`config.mk`:
```
export PLATFORM = sky130hd
export DESIGN_NAME = mmq_fabric_flat
export DESIGN_NICKNAME = d
export VERILOG_FILES = /design/src/pkg/mmq_pkg.sv /design/src/pkg/mmq_if.sv /design/src/hdl/mmq_fabric.sv /design/src/flat_wrapper.sv
export SDC_FILE = /design/constraint.sdc
export NUM_CORES = 1
export LEC_CHECK = 0
export BUFFER_PORTS_ARGS = -buffer_cell sky130_fd_sc_hd__buf_2
export CAP_MARGIN = 20
export CORE_ASPECT_RATIO = 2
export CORE_MARGIN = 5
export CORE_UTILIZATION = 46
export CTS_CLUSTER_SIZE = 10
export DETAILED_ROUTE_END_ITERATION = 12
export PLACE_DENSITY = 0.76
export SLEW_MARGIN = 0
export SYNTH_ARGS = -nofsm -noshare
export SYNTH_HDL_FRONTEND = slang
export SYNTH_SLANG_ARGS = --single-unit
```
`constraint.sdc`:
```
create_clock -name clk_sys -period 1.8 [get_ports clk_sys]
set_input_delay 0.09 -clock clk_sys [delete_from_list [all_inputs] [get_ports clk_sys]]
set_output_delay 0.09 -clock clk_sys [all_outputs]
set_load 0.005 [all_outputs]
```
`src/pkg/mmq_pkg.sv`:
```
// Behaviour
// - interconnect marks first cycle of every transfer
// - marker generated when master lacks it
// - lane bus power-of-two wide, bit n byte n
// - lane selects only for multi-byte ports
// - writes update only enabled bytes
// - reads return whole word, lanes advisory
// - no lane input means all lanes set
// - pattern 1100 selects upper two bytes
// - mixed-width systems should use lane selects
// - deselected slave ignores every interface signal
// - select optional and discouraged
// - debug unlock permits writes to protected memory
// - byte address converted to slave word index
package mmq_pkg;
	localparam int MMQ_DATA_W     = 32;
	localparam int MMQ_LANES      = MMQ_DATA_W / 8;
	localparam int MMQ_ADDR_W     = 4;
	localparam int MMQ_WORDS      = 16;
	localparam int MMQ_BYTE_SHIFT = 2;
	localparam int MMQ_ROM_BASE   = 8;
	localparam logic [MMQ_DATA_W-1:0] MMQ_RST_DATA = 32'h0000_0000;
	localparam logic [MMQ_LANES-1:0]  MMQ_ALL_LANES = 4'hf;

	typedef enum logic [1:0] {MMQ_IDLE, MMQ_WAIT, MMQ_DONE} mmq_state_t;

	// legal lane pattern: single lane, or power-of-two aligned group
	function automatic logic mmq_lanes_legal(input logic [MMQ_LANES-1:0] be);
		logic ok;
		ok = 1'b0;
		case (be)
			4'h1, 4'h2, 4'h4, 4'h8, 4'h3, 4'hc, 4'hf: ok = 1'b1;
			default: ok = 1'b0;
		endcase
		return ok;
	endfunction
endpackage

```
`src/pkg/mmq_if.sv`:
```
`timescale 1ns/1ps
`default_nettype none
interface mmq_if
	import mmq_pkg::*;
	(
	input wire logic clk_sys
);
	logic [MMQ_ADDR_W-1:0] address;
	logic                  read;
	logic                  write;
	logic [MMQ_DATA_W-1:0] writedata;
	logic [MMQ_DATA_W-1:0] readdata;
	logic                  readdatavalid;
	logic                  waitrequest;
	logic                  begintransfer;
	logic [MMQ_LANES-1:0]  lane_sel;
	logic                  chip_sel;
	logic                  debug_unlock;

	modport fabric (output address, read, write, writedata, begintransfer, lane_sel,
		chip_sel, debug_unlock, input readdata, readdatavalid, waitrequest);
	modport slave (input address, read, write, writedata, begintransfer, lane_sel,
		chip_sel, debug_unlock, output readdata, readdatavalid, waitrequest);
endinterface
`default_nettype wire

```
`src/hdl/mmq_fabric.sv`:
```
`timescale 1ns/1ps
`default_nettype none
module mmq_fabric
	import mmq_pkg::*;
	(
	// clock, reset, enable
	input  wire logic                  clk_sys,
	input  wire logic                  rst,
	input  wire logic                  ce,
	// user request
	input  wire logic                  req_valid,
	input  wire logic                  req_write,
	input  wire logic [MMQ_ADDR_W+MMQ_BYTE_SHIFT-1:0] req_byte_addr,
	input  wire logic [MMQ_DATA_W-1:0] req_wdata,
	input  wire logic [MMQ_LANES-1:0]  req_lanes,
	input  wire logic                  req_debug,
	output logic                       req_ready,
	output logic                       req_bad_lanes,
	// user answer
	output logic                       rsp_valid,
	output logic [MMQ_DATA_W-1:0]      rsp_data,
	// link
	mmq_if.fabric                      bus
);
	mmq_state_t            state_r, state_nxt;
	logic [MMQ_ADDR_W-1:0] addr_r;
	logic [MMQ_DATA_W-1:0] wdata_r, rsp_r;
	logic [MMQ_LANES-1:0]  lanes_r;
	logic                  wr_r, dbg_r, first_r, rv_r;

	////////////////////////////////////////////////////////////////////////////
	wire legal = mmq_lanes_legal(req_lanes);
	wire take  = ce && req_valid && legal && (state_r == MMQ_IDLE);

	assign req_ready     = (state_r == MMQ_IDLE);
	assign req_bad_lanes = req_valid && !legal;
	assign bus.address       = addr_r;
	assign bus.writedata     = wdata_r;
	assign bus.lane_sel      = lanes_r;
	assign bus.read          = (state_r == MMQ_WAIT) && !wr_r;
	assign bus.write         = (state_r == MMQ_WAIT) && wr_r;
	assign bus.chip_sel      = (state_r == MMQ_WAIT);
	assign bus.begintransfer = first_r;
	assign bus.debug_unlock  = (state_r == MMQ_WAIT) && dbg_r;
	assign rsp_valid = rv_r;
	assign rsp_data  = rsp_r;

	always_comb
	begin
		state_nxt = state_r;
		case (state_r)
			MMQ_IDLE: if (take) state_nxt = MMQ_WAIT;
			MMQ_WAIT: if (ce && !bus.waitrequest) state_nxt = wr_r ? MMQ_IDLE : MMQ_DONE;
			MMQ_DONE: if (ce && bus.readdatavalid) state_nxt = MMQ_IDLE;
			default:  state_nxt = MMQ_IDLE;
		endcase
	end

	////////////////////////////////////////////////////////////////////////////
	always_ff @(posedge clk_sys)
	begin
		if (rst)
		begin
			state_r <= MMQ_IDLE;
			addr_r  <= '0;
			wdata_r <= MMQ_RST_DATA;
			lanes_r <= '0;
			wr_r    <= 1'b0;
			dbg_r   <= 1'b0;
			first_r <= 1'b0;
			rv_r    <= 1'b0;
			rsp_r   <= MMQ_RST_DATA;
		end
		else if (ce)
		begin
			state_r <= state_nxt;
			first_r <= take;
			rv_r    <= (state_r == MMQ_DONE) && bus.readdatavalid;
			if (state_r == MMQ_DONE && bus.readdatavalid)
				rsp_r <= bus.readdata;
			if (take)
			begin
				addr_r  <= req_byte_addr[MMQ_BYTE_SHIFT +: MMQ_ADDR_W];
				wdata_r <= req_wdata;
				lanes_r <= req_lanes;
				wr_r    <= req_write;
				dbg_r   <= req_debug;
			end
		end
	end
endmodule
`default_nettype wire

```
`src/flat_wrapper.sv`:
```
// flat-port wrapper written by rule: the top's interface ports become plain ports
module mmq_fabric_flat import mmq_pkg::*;
  (clk_sys, rst, ce, req_valid, req_write, req_byte_addr, req_wdata, req_lanes, req_debug, req_ready, req_bad_lanes, rsp_valid, rsp_data, bus_address, bus_read, bus_write, bus_writedata, bus_begintransfer, bus_lane_sel, bus_chip_sel, bus_debug_unlock, bus_readdata, bus_readdatavalid, bus_waitrequest);
  mmq_if bus_i (.clk_sys(clk_sys));
  input  wire logic clk_sys;
  input  wire logic rst;
  input  wire logic ce;
  input  wire logic req_valid;
  input  wire logic req_write;
  input  wire logic [MMQ_ADDR_W+MMQ_BYTE_SHIFT-1:0] req_byte_addr;
  input  wire logic [MMQ_DATA_W-1:0] req_wdata;
  input  wire logic [MMQ_LANES-1:0] req_lanes;
  input  wire logic req_debug;
  output logic req_ready;
  output logic req_bad_lanes;
  output logic rsp_valid;
  output logic [MMQ_DATA_W-1:0] rsp_data;
  output wire logic [$bits(bus_i.address)-1:0] bus_address;
  output wire logic [$bits(bus_i.read)-1:0] bus_read;
  output wire logic [$bits(bus_i.write)-1:0] bus_write;
  output wire logic [$bits(bus_i.writedata)-1:0] bus_writedata;
  output wire logic [$bits(bus_i.begintransfer)-1:0] bus_begintransfer;
  output wire logic [$bits(bus_i.lane_sel)-1:0] bus_lane_sel;
  output wire logic [$bits(bus_i.chip_sel)-1:0] bus_chip_sel;
  output wire logic [$bits(bus_i.debug_unlock)-1:0] bus_debug_unlock;
  input wire logic [$bits(bus_i.readdata)-1:0] bus_readdata;
  input wire logic [$bits(bus_i.readdatavalid)-1:0] bus_readdatavalid;
  input wire logic [$bits(bus_i.waitrequest)-1:0] bus_waitrequest;
  assign bus_address = bus_i.address;
  assign bus_read = bus_i.read;
  assign bus_write = bus_i.write;
  assign bus_writedata = bus_i.writedata;
  assign bus_begintransfer = bus_i.begintransfer;
  assign bus_lane_sel = bus_i.lane_sel;
  assign bus_chip_sel = bus_i.chip_sel;
  assign bus_debug_unlock = bus_i.debug_unlock;
  assign bus_i.readdata = bus_readdata;
  assign bus_i.readdatavalid = bus_readdatavalid;
  assign bus_i.waitrequest = bus_waitrequest;
  mmq_fabric u_core (.clk_sys(clk_sys), .rst(rst), .ce(ce), .req_valid(req_valid), .req_write(req_write), .req_byte_addr(req_byte_addr), .req_wdata(req_wdata), .req_lanes(req_lanes), .req_debug(req_debug), .req_ready(req_ready), .req_bad_lanes(req_bad_lanes), .rsp_valid(rsp_valid), .rsp_data(rsp_data), .bus(bus_i));
endmodule
```
After elaboration in Yosys (flattened, before gate mapping). Cells that the tools add are included.

Flip-flop bits (word level): 78. Input port bits: 82. Output and inout port bits: 80.

Eq/ne operators: 12. Mux-type cells: 6. Reductions and logical operators: 18.

Operators by type and width (count): 4-bit == test, second input constant (3); 1-bit logical AND (10); 4-bit by 2-bit == test with 1-bit output, second input constant (2); 2-bit two-way mux (4); 7-bit OR reduction (1); 2-bit by 1-bit != test with 1-bit output, second input constant (3); 2-bit case mux with 3 select lines (1); 4-bit by 1-bit == test with 1-bit output, second input constant (1); 4-bit by 3-bit == test with 1-bit output, second input constant (1); 2-bit AND reduction (2); 4-bit AND reduction (1); 1-bit logical NOT (3); 2-bit by 1-bit == test with 1-bit output, second input constant (1); 2-bit == test, second input constant (1); 2-bit logical NOT (1); 1-bit two-way mux (1).

Logic depth before layout (Yosys ltp). Gate-level depths: netlist of the first run.

Word-level depth: 7. Depth in mapped cells: 6. Mapped depth without buffers: 4.

Worst setup path after synthesis of the first run. Ideal clock, no wire load.

Path kind: register to register. Start point: register u_core.state_r[1]. End point: register u_core.lanes_r[3], in the netlist u_core.bus.lane_sel[3]. Setup time: 128 ps. Arrival time: 1113 ps. Slack: 559 ps. Cell stages (with the launch flop): 5. Buffers on the path: 0. Clock period less this slack: 1241 ps. Cells stage by stage: dfxtp_1 -> and4bb_2 -> a21o_1 -> a222oi_1 -> nor2_1.

Cells in the longest elaborated chain, start to end: 3.

Ends and longest elaborated chain: from (decl) (RTL line mmq_fabric.sv:25) `mmq_state_t state_r, state_nxt;`; from (signal assigned) (RTL line mmq_fabric.sv:76) `state_r <= state_nxt;`; 2-bit logical NOT (RTL line mmq_fabric.sv:33) `wire take = ce && req_valid && legal && (state_r == MMQ_IDLE);`; 1-bit logical AND (RTL line mmq_fabric.sv:33); 2-bit AND reduction (no line); to (signal assigned) (RTL line mmq_fabric.sv:85) `lanes_r <= req_lanes;`; to (decl) (RTL line mmq_fabric.sv:28) `logic [MMQ_LANES-1:0] lanes_r;`.

Every way passes these cells. A chain may end at the register's enable or synchronous reset.

Worst setup path in the final report of the first run.
Start point: register u_core.state_r[0]. End point: register u_core.wdata_r[19], in the netlist u_core.bus.writedata[19].

Cells in the longest elaborated chain, start to end: 3.

Ends and longest elaborated chain: 2-bit logical NOT (RTL line mmq_fabric.sv:33); 1-bit logical AND (RTL line mmq_fabric.sv:33); 2-bit AND reduction (no line); to (signal assigned) (RTL line mmq_fabric.sv:84) `wdata_r <= req_wdata;`; to (decl) (RTL line mmq_fabric.sv:27) `logic [MMQ_DATA_W-1:0] wdata_r, rsp_r;`.

Every way passes these cells.

==> results.sh, run 1 <==
export IMPL_status="complete, no violations"
export IMPL_power_per_cell_area_nw_per_um2=886
export IMPL_cts_tree="yes"
export IMPL_start_util_pct=47.2
export IMPL_vias=3044
export IMPL_grtUsageTotal_pct=19.5
export IMPL_yosysSeqAreaShare_pct=47.3
export IMPL_maxSlewViolCount=0
export IMPL_vias_per_cell=4.84
export IMPL_syn_nets=443
export IMPL_period_share_pct=85.3
export IMPL_grt_util_met2_pct=35.8
export IMPL_cts_inserted_buffers=9
export IMPL_wl_per_cell_um=14.0
export IMPL_finalClockSkew_ns=0.00357
export IMPL_finalSetupViolCount=0
export IMPL_cts_sinks=78
export IMPL_grt_pass1_vias=3126
export IMPL_h_tree_depth=3
export IMPL_critPathMaxFanout=41
export IMPL_synth_area_leaders="dfxtp_1 (47%), nand2b_1 (15%), mux2i_1 (12%)"
export IMPL_netlist_area_um2=3300
export IMPL_rows=43
export IMPL_fp_dieH_um=130
export IMPL_hp_class="in -> reg"
export IMPL_stdcell_count=629
export IMPL_max_cap_viol_count=0
export IMPL_slew_headroom_pct=68.4
export IMPL_antenna_found_initial=0
export IMPL_tightest_slew_ns=0.472
export IMPL_route_detailed_drc=0
export IMPL_grt_most_used_layer="met2"
export IMPL_port_buffers=159
export IMPL_drive_gt1_share_pct=34.7
export IMPL_nets=616
export IMPL_clk_pin_slew_ns=0.06
export IMPL_use_met3_pct=7.02
export IMPL_hpwl_um=6260
export IMPL_syn_to_final_growth_pct=42.6
export IMPL_timing_hold_ws_ns=0.00840
export IMPL_totalWireLength_um=8780
export IMPL_core_um2=6990
export IMPL_rsz0062_at_grt="no"
export IMPL_setup_tns_ns=0
export IMPL_cts_root_buf="clkbuf_16"
export IMPL_dp_cells=592
export IMPL_yosys_area_top_type="dfxtp_1"
export IMPL_synthCells=361
export IMPL_startpoint_type="flop"
export IMPL_diodes=0
export IMPL_ir_drop_mv=0.748
export IMPL_cp_data_arrival_time_ns=1.78
export IMPL_die_width_um=69.9
export IMPL_grt_ovfl_total=0
export IMPL_yosysWarnings=0
export IMPL_crit_path_end_kind="flop"
export IMPL_path_class="reg -> reg"
export IMPL_met1_usage_pct=19.4
export IMPL_yosysTopAreaCellShare_pct=47.3
export IMPL_synth_seq_cells=78
export IMPL_mostFrequentLayoutCells="buf_2 (159), nand2b_1 (81), dfxtp_1 (78)"
export IMPL_hold_viol=0
export IMPL_fmax_mhz=652
export IMPL_clock_latency_ns=0.32
export IMPL_io_pins=162
export IMPL_finalCriticalPeriod_ns=1.53
export IMPL_drtIter0Drc=110
export IMPL_final_common_cell="buf_2"
export IMPL_max_clock_path_buffers=2
export IMPL_ant_nets=0
export IMPL_grt_pass1_wl_um=14400
export IMPL_gp_congestion=0.779
export IMPL_grt_start_max_net_pins=76
export IMPL_die_area_um2=9070
export IMPL_cellLeakagePower_nw=2.11
export IMPL_required_ns=2.05
export IMPL_cts_resized=0
export IMPL_syn_area_per_cell_um2=9.14
export IMPL_ys_types=32
export IMPL_finalPower_mw=4.17
export IMPL_drt_pass1_iter_count=4
-- state kept, by name, indices dropped and copies added (netlist names) --
| signal | flops |
|---|---|
| u_core.bus.writedata | 32 |
| u_core.rsp_data | 32 |
| u_core.state_r | 2 |
| u_core.bus.begintransfer | 1 |
| u_core.rsp_valid | 1 |
| u_core.dbg_r | 1 |
| u_core.bus.lane_sel | 4 |
| u_core.wr_r | 1 |
| u_core.bus.address | 4 |
-- kinds of logic (layout without fill, tap and decap cells) --
family | Yosys count | in the layout | share of synthesized area [%]
AOI/OAI and AO/OA | 48 | 48 | 8.76
buffers and inverters | 26 | 204 | 3.98
DFF | 78 | 78 | 47.3
muxes | 40 | 40 | 12.1
and+or+nand+nor | 169 | 169 | 27.8
-- layer usage --
metal / up-vias / wire, um
met2: 121 / 4620
met4: 0 / 295
met5: - / 0
met3: 26 / 730
met1: 1367 / 3140
li1: 1530 / -
-- critical path: stages, from the launching register on --
cell	delay (ns)
dfxtp_1	0.37
nand4bb_1	0.36
nor2_4	0.18
buf_12	0.28
mux2i_1	0.24
-- cell type report --
cell class,count,area (um^2)
well taps,90,113
fillers,573,2290
clock inverters,3,65.1
inverters,1,3.75
repair buffers,187,1080
flip-flops and latches,78,1560
multi-input cells,257,1610
clock buffers,13,270
-- worst paths after layout --
path	startpoint	to	slack [ns]	cells past startpoint
max reg2reg	u_core.state_r[0]	u_core.bus.writedata[19]	0.27	4
max	u_core.state_r[0]	u_core.bus.writedata[19]	0.27	4
min	bus_readdata[3]	u_core.rsp_data[3]	0.008	3
min reg2reg	u_core.rsp_data[20]	u_core.rsp_data[20]	0.45	2
-- stage by stage --
step / setup WS, ns / utilization, % / instance area (um^2)
2_1_floorplan: 0.559 / - / 3300
3_3_place_gp: 0.265 / 59.4 / 4160
3_5_place_dp: 0.251 / 59.4 / 4160
4_1_cts: 0.251 / 67.2 / 4700
5_1_grt: 0.132 / 67.2 / 4700
6_report: 0.265 / 67.2 / 4700
-- power breakdown --
part	total, mW	switching (mW)	internal (mW)
clock	1.98	0.653	1.33
sequential	1.79	0.0246	1.77
combinational	0.394	0.169	0.225
total	4.17	0.847	3.32
-- synth_stat cells (all sizes together) --
cell type / count
a2111oi: 1
a21o: 1
a21oi: 36
a222oi: 1
a31oi: 1
a32oi: 1
and2: 3
and4: 1
and4b: 1
and4bb: 1
buf: 7
clkbuf: 18
dfxtp: 78
inv: 1
mux2i: 40
nand2: 65
nand2b: 81
nand3: 1
nand4b: 1
nand4bb: 1
nor2: 6
nor2b: 3
nor3b: 3
o211a: 1
o21ai: 4
o21ba: 1
o2bb2ai: 1
or2: 1
or2b: 1
-- what timing repair did --
| action | in CTS | in global routing |
|---|---|---|
| hold buffers | 21 | 0 |
| setup buffers | 0 | 0 |
| hold endpoints to repair | 21 | 0 |
(Power assumes the default switching activity.)
==> run 2, diff against run 1 <==
--- a/config.mk
+++ b/config.mk
@@ -7,7 +7,6 @@
 export LEC_CHECK = 0
 export BUFFER_PORTS_ARGS = -buffer_cell sky130_fd_sc_hd__buf_2
 export CAP_MARGIN = 20
-export CORE_ASPECT_RATIO = 2
 export CORE_MARGIN = 5
 export CORE_UTILIZATION = 46
 export CTS_CLUSTER_SIZE = 10
==> run 2 against run 1 <==
Total power shrank 12%. Sequential share of layout area shrank 0.89 points. Final area rose by 2.8%. Register-to-register slack about the same. Fmax down 0.90%. Worst hold slack gained 0.0031 ns. Worst setup slack got worse by 0.014 ns. Flip-flop and latch count stayed put. Utilization up 3.1 points. Critical path depth unchanged. Clock power decreased by 27%. Wire length grew 3.8%. Largest power group is now registers. Highest routed layer unchanged.
==> results.sh, run 2 (synthesis gave the netlist of run 1 again) <==
export IMPL_clock_latency_ns=0.34
export IMPL_cts_root_buf="clkbuf_8"
export IMPL_mostFrequentLayoutCells="buf_2 (159), nand2b_1 (81), dfxtp_1 (78)"
export IMPL_startpoint_type="flop"
export IMPL_stdcell_count=659
export IMPL_reg2reg_depth=4
export IMPL_die_width_um=94.7
export IMPL_totalWireLength_um=9110
export IMPL_drt_pass1_iter_count=4
export IMPL_fin_area_um2=4830
export IMPL_grt_start_max_net_pins=119
export IMPL_period_share_pct=86.0
export IMPL_gp_congestion=0.749
export IMPL_cts_inserted_buffers=9
export IMPL_cp_data_arrival_time_ns=1.82
export IMPL_crit_chain="nand4bb_1, nor2_4, buf_12, mux2i_1"
export IMPL_setup_tns_ns=0
export IMPL_finalSetupViolCount=0
export IMPL_hold_viol=0
export IMPL_whs_path_depth=3
export IMPL_maxSlewViolCount=0
export IMPL_cts_setup_buffers=0
export IMPL_finalCriticalPeriod_ns=1.55
export IMPL_h_tree_depth=3
export IMPL_grt_most_used_layer="met2"
export IMPL_slew_headroom_pct=72.5
export IMPL_grt_pass1_vias=3067
export IMPL_tightest_slew_ns=0.411
export IMPL_critPathMaxFanout=20
export IMPL_max_cap_viol_count=0
export IMPL_drtIter0Drc=192
export IMPL_drive_gt1_share_pct=33.0
export IMPL_die_area_um2=8960
export IMPL_fp_dieH_um=94.7
export IMPL_path_class="reg -> reg"
export IMPL_hp_class="in -> reg"
export IMPL_grt_util_met2_pct=32.9
export IMPL_nets=637
export IMPL_clk_pin_slew_ns=0.08
export IMPL_wl_per_cell_um=13.8
export IMPL_vias=3124
export IMPL_dp_cells=596
export IMPL_grt_ovfl_total=0
export IMPL_crit_path_end_kind="flop"
export IMPL_grtUsageTotal_pct=19.8
export IMPL_status="complete, no violations"
export IMPL_met1_usage_pct=23.4
export IMPL_antenna_found_initial=0
export IMPL_ant_nets=0
export IMPL_cpPeakStageDelay_ns=0.38
export IMPL_hpwl_um=5940
export IMPL_cts_sinks=78
export IMPL_timing_hold_ws_ns=0.0115
export IMPL_route_detailed_drc=0
export IMPL_final_common_cell="buf_2"
export IMPL_ir_drop_mv=0.455
export IMPL_core_um2=6870
export IMPL_fmax_mhz=646
export IMPL_io_pins=162
export IMPL_placed_area_um2=4160
export IMPL_power_per_cell_area_nw_per_um2=761
export IMPL_final_core_utilization_pct=70.3
export IMPL_max_clock_path_buffers=2
export IMPL_cellLeakagePower_nw=2.14
export IMPL_vias_per_cell=4.74
export IMPL_required_ns=2.07
export IMPL_syn_to_final_growth_pct=46.5
export IMPL_n_fill_cell=556
export IMPL_start_util_pct=48.0
export IMPL_rsz0062_at_grt="no"
export IMPL_port_buffers=159
export IMPL_rows=30
export IMPL_use_met3_pct=4.86
export IMPL_slowest_stage="dfxtp_1"
export IMPL_grt_pass1_wl_um=14200
export IMPL_cts_tree="yes"
export IMPL_finalClockSkew_ns=0.0102
run 2: cell types whose count changed in the layout (fill, tap and decap cells not counted), sizes merged:
cell,before,now
clkinvlp,0,1
diode,0,3
clkbuf,13,11
inv,1,2
dlygate4sd3,21,44
buf,166,164
run 2: path summary, 6_finish.rpt:
| path | from | endpoint | slack [ns] |
|---|---|---|---|
| worst max-delay path | u_core.state_r[1] | u_core.bus.address[3] | 0.25 |
| worst min-delay path | req_wdata[2] | u_core.bus.writedata[2] | 0.01 |
| worst max register to register | u_core.state_r[1] | u_core.bus.address[3] | 0.25 |
| worst min register to register | u_core.rsp_data[21] | u_core.rsp_data[21] | 0.45 |
run 2: layer usage:
layer / part of all wire (%) / up-vias / routed length, um
li1: - / 1570 / -
met1: 40 / 1425 / 3620
met2: 50 / 104 / 4570
met3: 7.2 / 25 / 656
met4: 3.0 / 0 / 271
met5: 0 / - / 0
run 2: repair_timing:
item	CTS	global route
hold buffers	44	0
gates resized for setup	0	0
hold endpoints to repair	44	0
run 2: stage by stage:
stage	setup WS (ns)	total power [mW]
2_1_floorplan	0.559	2.02
3_3_place_gp	0.288	2.18
3_5_place_dp	0.224	2.19
4_1_cts	0.222	3.72
5_1_grt	0.120	3.82
6_report	0.251	3.68
run 2: where the power goes:
group,internal (mW),leakage (nW),total (mW),switching (mW)
Sequential,1.77,0.631,1.79,0.0253
Combinational,0.260,1.40,0.437,0.177
Clock,0.823,0.110,1.45,0.625
Total,2.85,2.14,3.68,0.827
run 2: area by class of cell:
type | instances | area (um^2) | area share [%]
Tap cell | 96 | 120 | 2.49
Multi-Input combinational cell | 257 | 1610 | 33.2
Timing Repair Buffer | 208 | 1310 | 27.1
Clock inverter | 5 | 81.3 | 1.68
Antenna cell | 3 | 7.51 | 0.155
Sequential cell | 78 | 1560 | 32.3
Clock buffer | 11 | 141 | 2.93
Inverter | 1 | 3.75 | 0.0777
run 2: worst max-delay path: cells and delay by family, from the launching register on:
kind | cells | cell delay (ns)
multiplexers | 1 | 0.20
buffers and inverters | 1 | 0.23
AND/OR/NAND/NOR | 2 | 0.66
flip-flops | 1 | 0.38
==> run 3, diff against run 2 <==
--- a/config.mk
+++ b/config.mk
@@ -7,10 +7,10 @@
 export LEC_CHECK = 0
 export BUFFER_PORTS_ARGS = -buffer_cell sky130_fd_sc_hd__buf_2
 export CAP_MARGIN = 20
-export CORE_MARGIN = 5
 export CORE_UTILIZATION = 46
 export CTS_CLUSTER_SIZE = 10
 export DETAILED_ROUTE_END_ITERATION = 12
+export MAX_ROUTING_LAYER = met4
 export PLACE_DENSITY = 0.76
 export SLEW_MARGIN = 0
 export SYNTH_ARGS = -nofsm -noshare
==> run 3 against run 2 <==
Sequential share of layout area shrank 0.75 points. Die area shrank 16%. Fmax shrank 8.2%. Clock skew shrank 0.00068 ns. Combinational power grew 4.6%. Worst hold slack lost 0.0035 ns. Largest power group unchanged.
==> results.sh, run 3 (synthesis gave the netlist of run 1 again) <==
export IMPL_setup_reg_to_reg_worst_slack_ns=0.11
export IMPL_maxSlewViolCount=0
export IMPL_crit_reg2reg_launch="u_core.state_r[0]"
export IMPL_cpPeakStageDelay_ns=0.41
export IMPL_totalWireLength_um=8820
export IMPL_cellLeakagePower_nw=2.20
export IMPL_cts_setup_buffers=0
export IMPL_route_detailed_drc=0
export IMPL_finalClockSkew_ns=0.00953
export IMPL_die_width_um=86.7
export IMPL_diodes=0
export IMPL_antenna_found_initial=0
export IMPL_start_util_pct=48.0
export IMPL_reg2reg_depth=4
export IMPL_setup_tns_ns=0
export IMPL_fin_area_um2=4950
export IMPL_required_ns=2.06
export IMPL_hpwl_um=5330
export IMPL_final_core_utilization_pct=72.0
export IMPL_slew_headroom_pct=71.5
export IMPL_max_cap_viol_count=0
export IMPL_grt_ovfl_total=0
export IMPL_dp_cells=599
export IMPL_vias_per_cell=4.79
export IMPL_stdcell_count=668
export IMPL_ant_nets=0
export IMPL_critical_path_buf_inv_count=1
export IMPL_hold_viol=0
export IMPL_slowest_stage="nor2_4"
export IMPL_cp_data_arrival_time_ns=1.95
export IMPL_fmax_mhz=593
export IMPL_syn_to_final_growth_pct=50.0
export IMPL_placed_area_um2=4170
export IMPL_core_um2=6870
export IMPL_rows=30
export IMPL_status="complete, no violations"
export IMPL_drive_gt1_share_pct=32.9
export IMPL_io_pins=162
export IMPL_clock_latency_ns=0.35
export IMPL_wl_per_cell_um=13.2
export IMPL_ir_drop_mv=0.434
export IMPL_finalCriticalPeriod_ns=1.69
export IMPL_die_area_um2=7510
export IMPL_timing_rr_end="u_core.bus.lane_sel[1]"
export IMPL_startpoint_type="flop"
export IMPL_drt_pass1_iter_count=4
export IMPL_nets=650
export IMPL_clk_pin_slew_ns=0.08
export IMPL_n_fill_cell=542
export IMPL_cts_resized=0
export IMPL_tightest_slew_ns=0.427
export IMPL_cts_tree="yes"
export IMPL_drtIter0Drc=112
export IMPL_h_tree_depth=3
export IMPL_grt_start_max_net_pins=119
export IMPL_cts_inserted_buffers=9
export IMPL_cts_sinks=78
export IMPL_grt_pass1_wl_um=13700
export IMPL_gp_congestion=0.795
export IMPL_grt_pass1_vias=3090
export IMPL_fp_dieH_um=86.7
export IMPL_whs_path_depth=3
export IMPL_period_share_pct=93.7
export IMPL_mostFrequentLayoutCells="buf_2 (159), nand2b_1 (81), dfxtp_1 (78)"
export IMPL_rsz0062_at_grt="no"
export IMPL_crit_chain="nand4bb_1, nor2_4, buf_4, mux2i_1"
export IMPL_hp_start="req_wdata[31]"
export IMPL_finalSetupViolCount=0
export IMPL_hp_class="in -> reg"
export IMPL_port_buffers=159
export IMPL_max_clock_path_buffers=2
export IMPL_final_common_cell="buf_2"
export IMPL_crit_family="simple AND/OR/NAND/NOR gates"
export IMPL_crit_path_end_kind="flop"
export IMPL_cts_root_buf="clkbuf_8"
export IMPL_ctsHoldBuffers=53
export IMPL_path_class="reg -> reg"
export IMPL_power_per_cell_area_nw_per_um2=768
export IMPL_grtUsageTotal_pct=24.2
export IMPL_critPathMaxFanout=13
export IMPL_whs_endpoint="u_core.bus.writedata[31]"
export IMPL_vias=3200
[run 3: cell count changes in the layout (fill, tap and decap cells not counted)]
| cell | before | now |
|---|---|---|
| inv_6 | 1 | 0 |
| clkinv_4 | 0 | 1 |
| clkbuf_8 | 10 | 9 |
| diode_2 | 3 | 0 |
| dlygate4sd3_1 | 44 | 54 |
| buf_12 | 3 | 2 |
| bufinv_16 | 2 | 3 |
| buf_4 | 2 | 6 |
| clkbuf_1 | 1 | 0 |
[run 3: layout make-up]
class	count	area (um^2)	area share [%]
Sequential cell	78	1560	31.6
Tap cell	96	120	2.43
Multi-Input combinational cell	257	1610	32.4
Timing Repair Buffer	221	1420	28.7
Inverter	1	3.75	0.0759
Clock inverter	6	111	2.25
Clock buffer	9	124	2.50
[run 3: how the worst max path moves through the flow]
stage	startpoint	to	cells after the start
finish	u_core.state_r[0]	u_core.bus.lane_sel[1]	4
global route	u_core.state_r[0]	u_core.bus.lane_sel[1]	4
CTS	u_core.state_r[0]	u_core.bus.lane_sel[1]	4
detailed placement	req_lanes[0]	u_core.bus.lane_sel[1]	6
global placement	req_lanes[0]	u_core.bus.lane_sel[0]	6
floorplan	u_core.state_r[1]	u_core.bus.lane_sel[3]	4
[run 3: power breakdown]
group | internal, mW | switching, mW
combinational | 0.274 | 0.182
sequential | 1.77 | 0.0248
clock | 0.913 | 0.639
[run 3: metal layers]
metal | share of wire, % | GRT usage [%]
met1 | 41 | 25.8
met2 | 49 | 41.0
met3 | 5.1 | 5.52
met4 | 5.0 | 14.4
met5 | 0 | -
[run 3: worst reg2reg max path, stage by stage (launching register included)]
cell,delay (ns)
dfxtp_1,0.33
nand4bb_1,0.30
nor2_4,0.41
buf_4,0.33
mux2i_1,0.24
[run 3: stage by stage]
step	hold slack, ns	setup WS [ns]	total power [mW]
after floorplan	0.226	0.559	2.02
after global placement	0.330	0.133	2.18
after detailed placement	0.338	0.0113	2.19
after CTS	0.000175	0.121	3.82
after global routing	0.00401	0.00970	3.96
final	0.00799	0.114	3.80
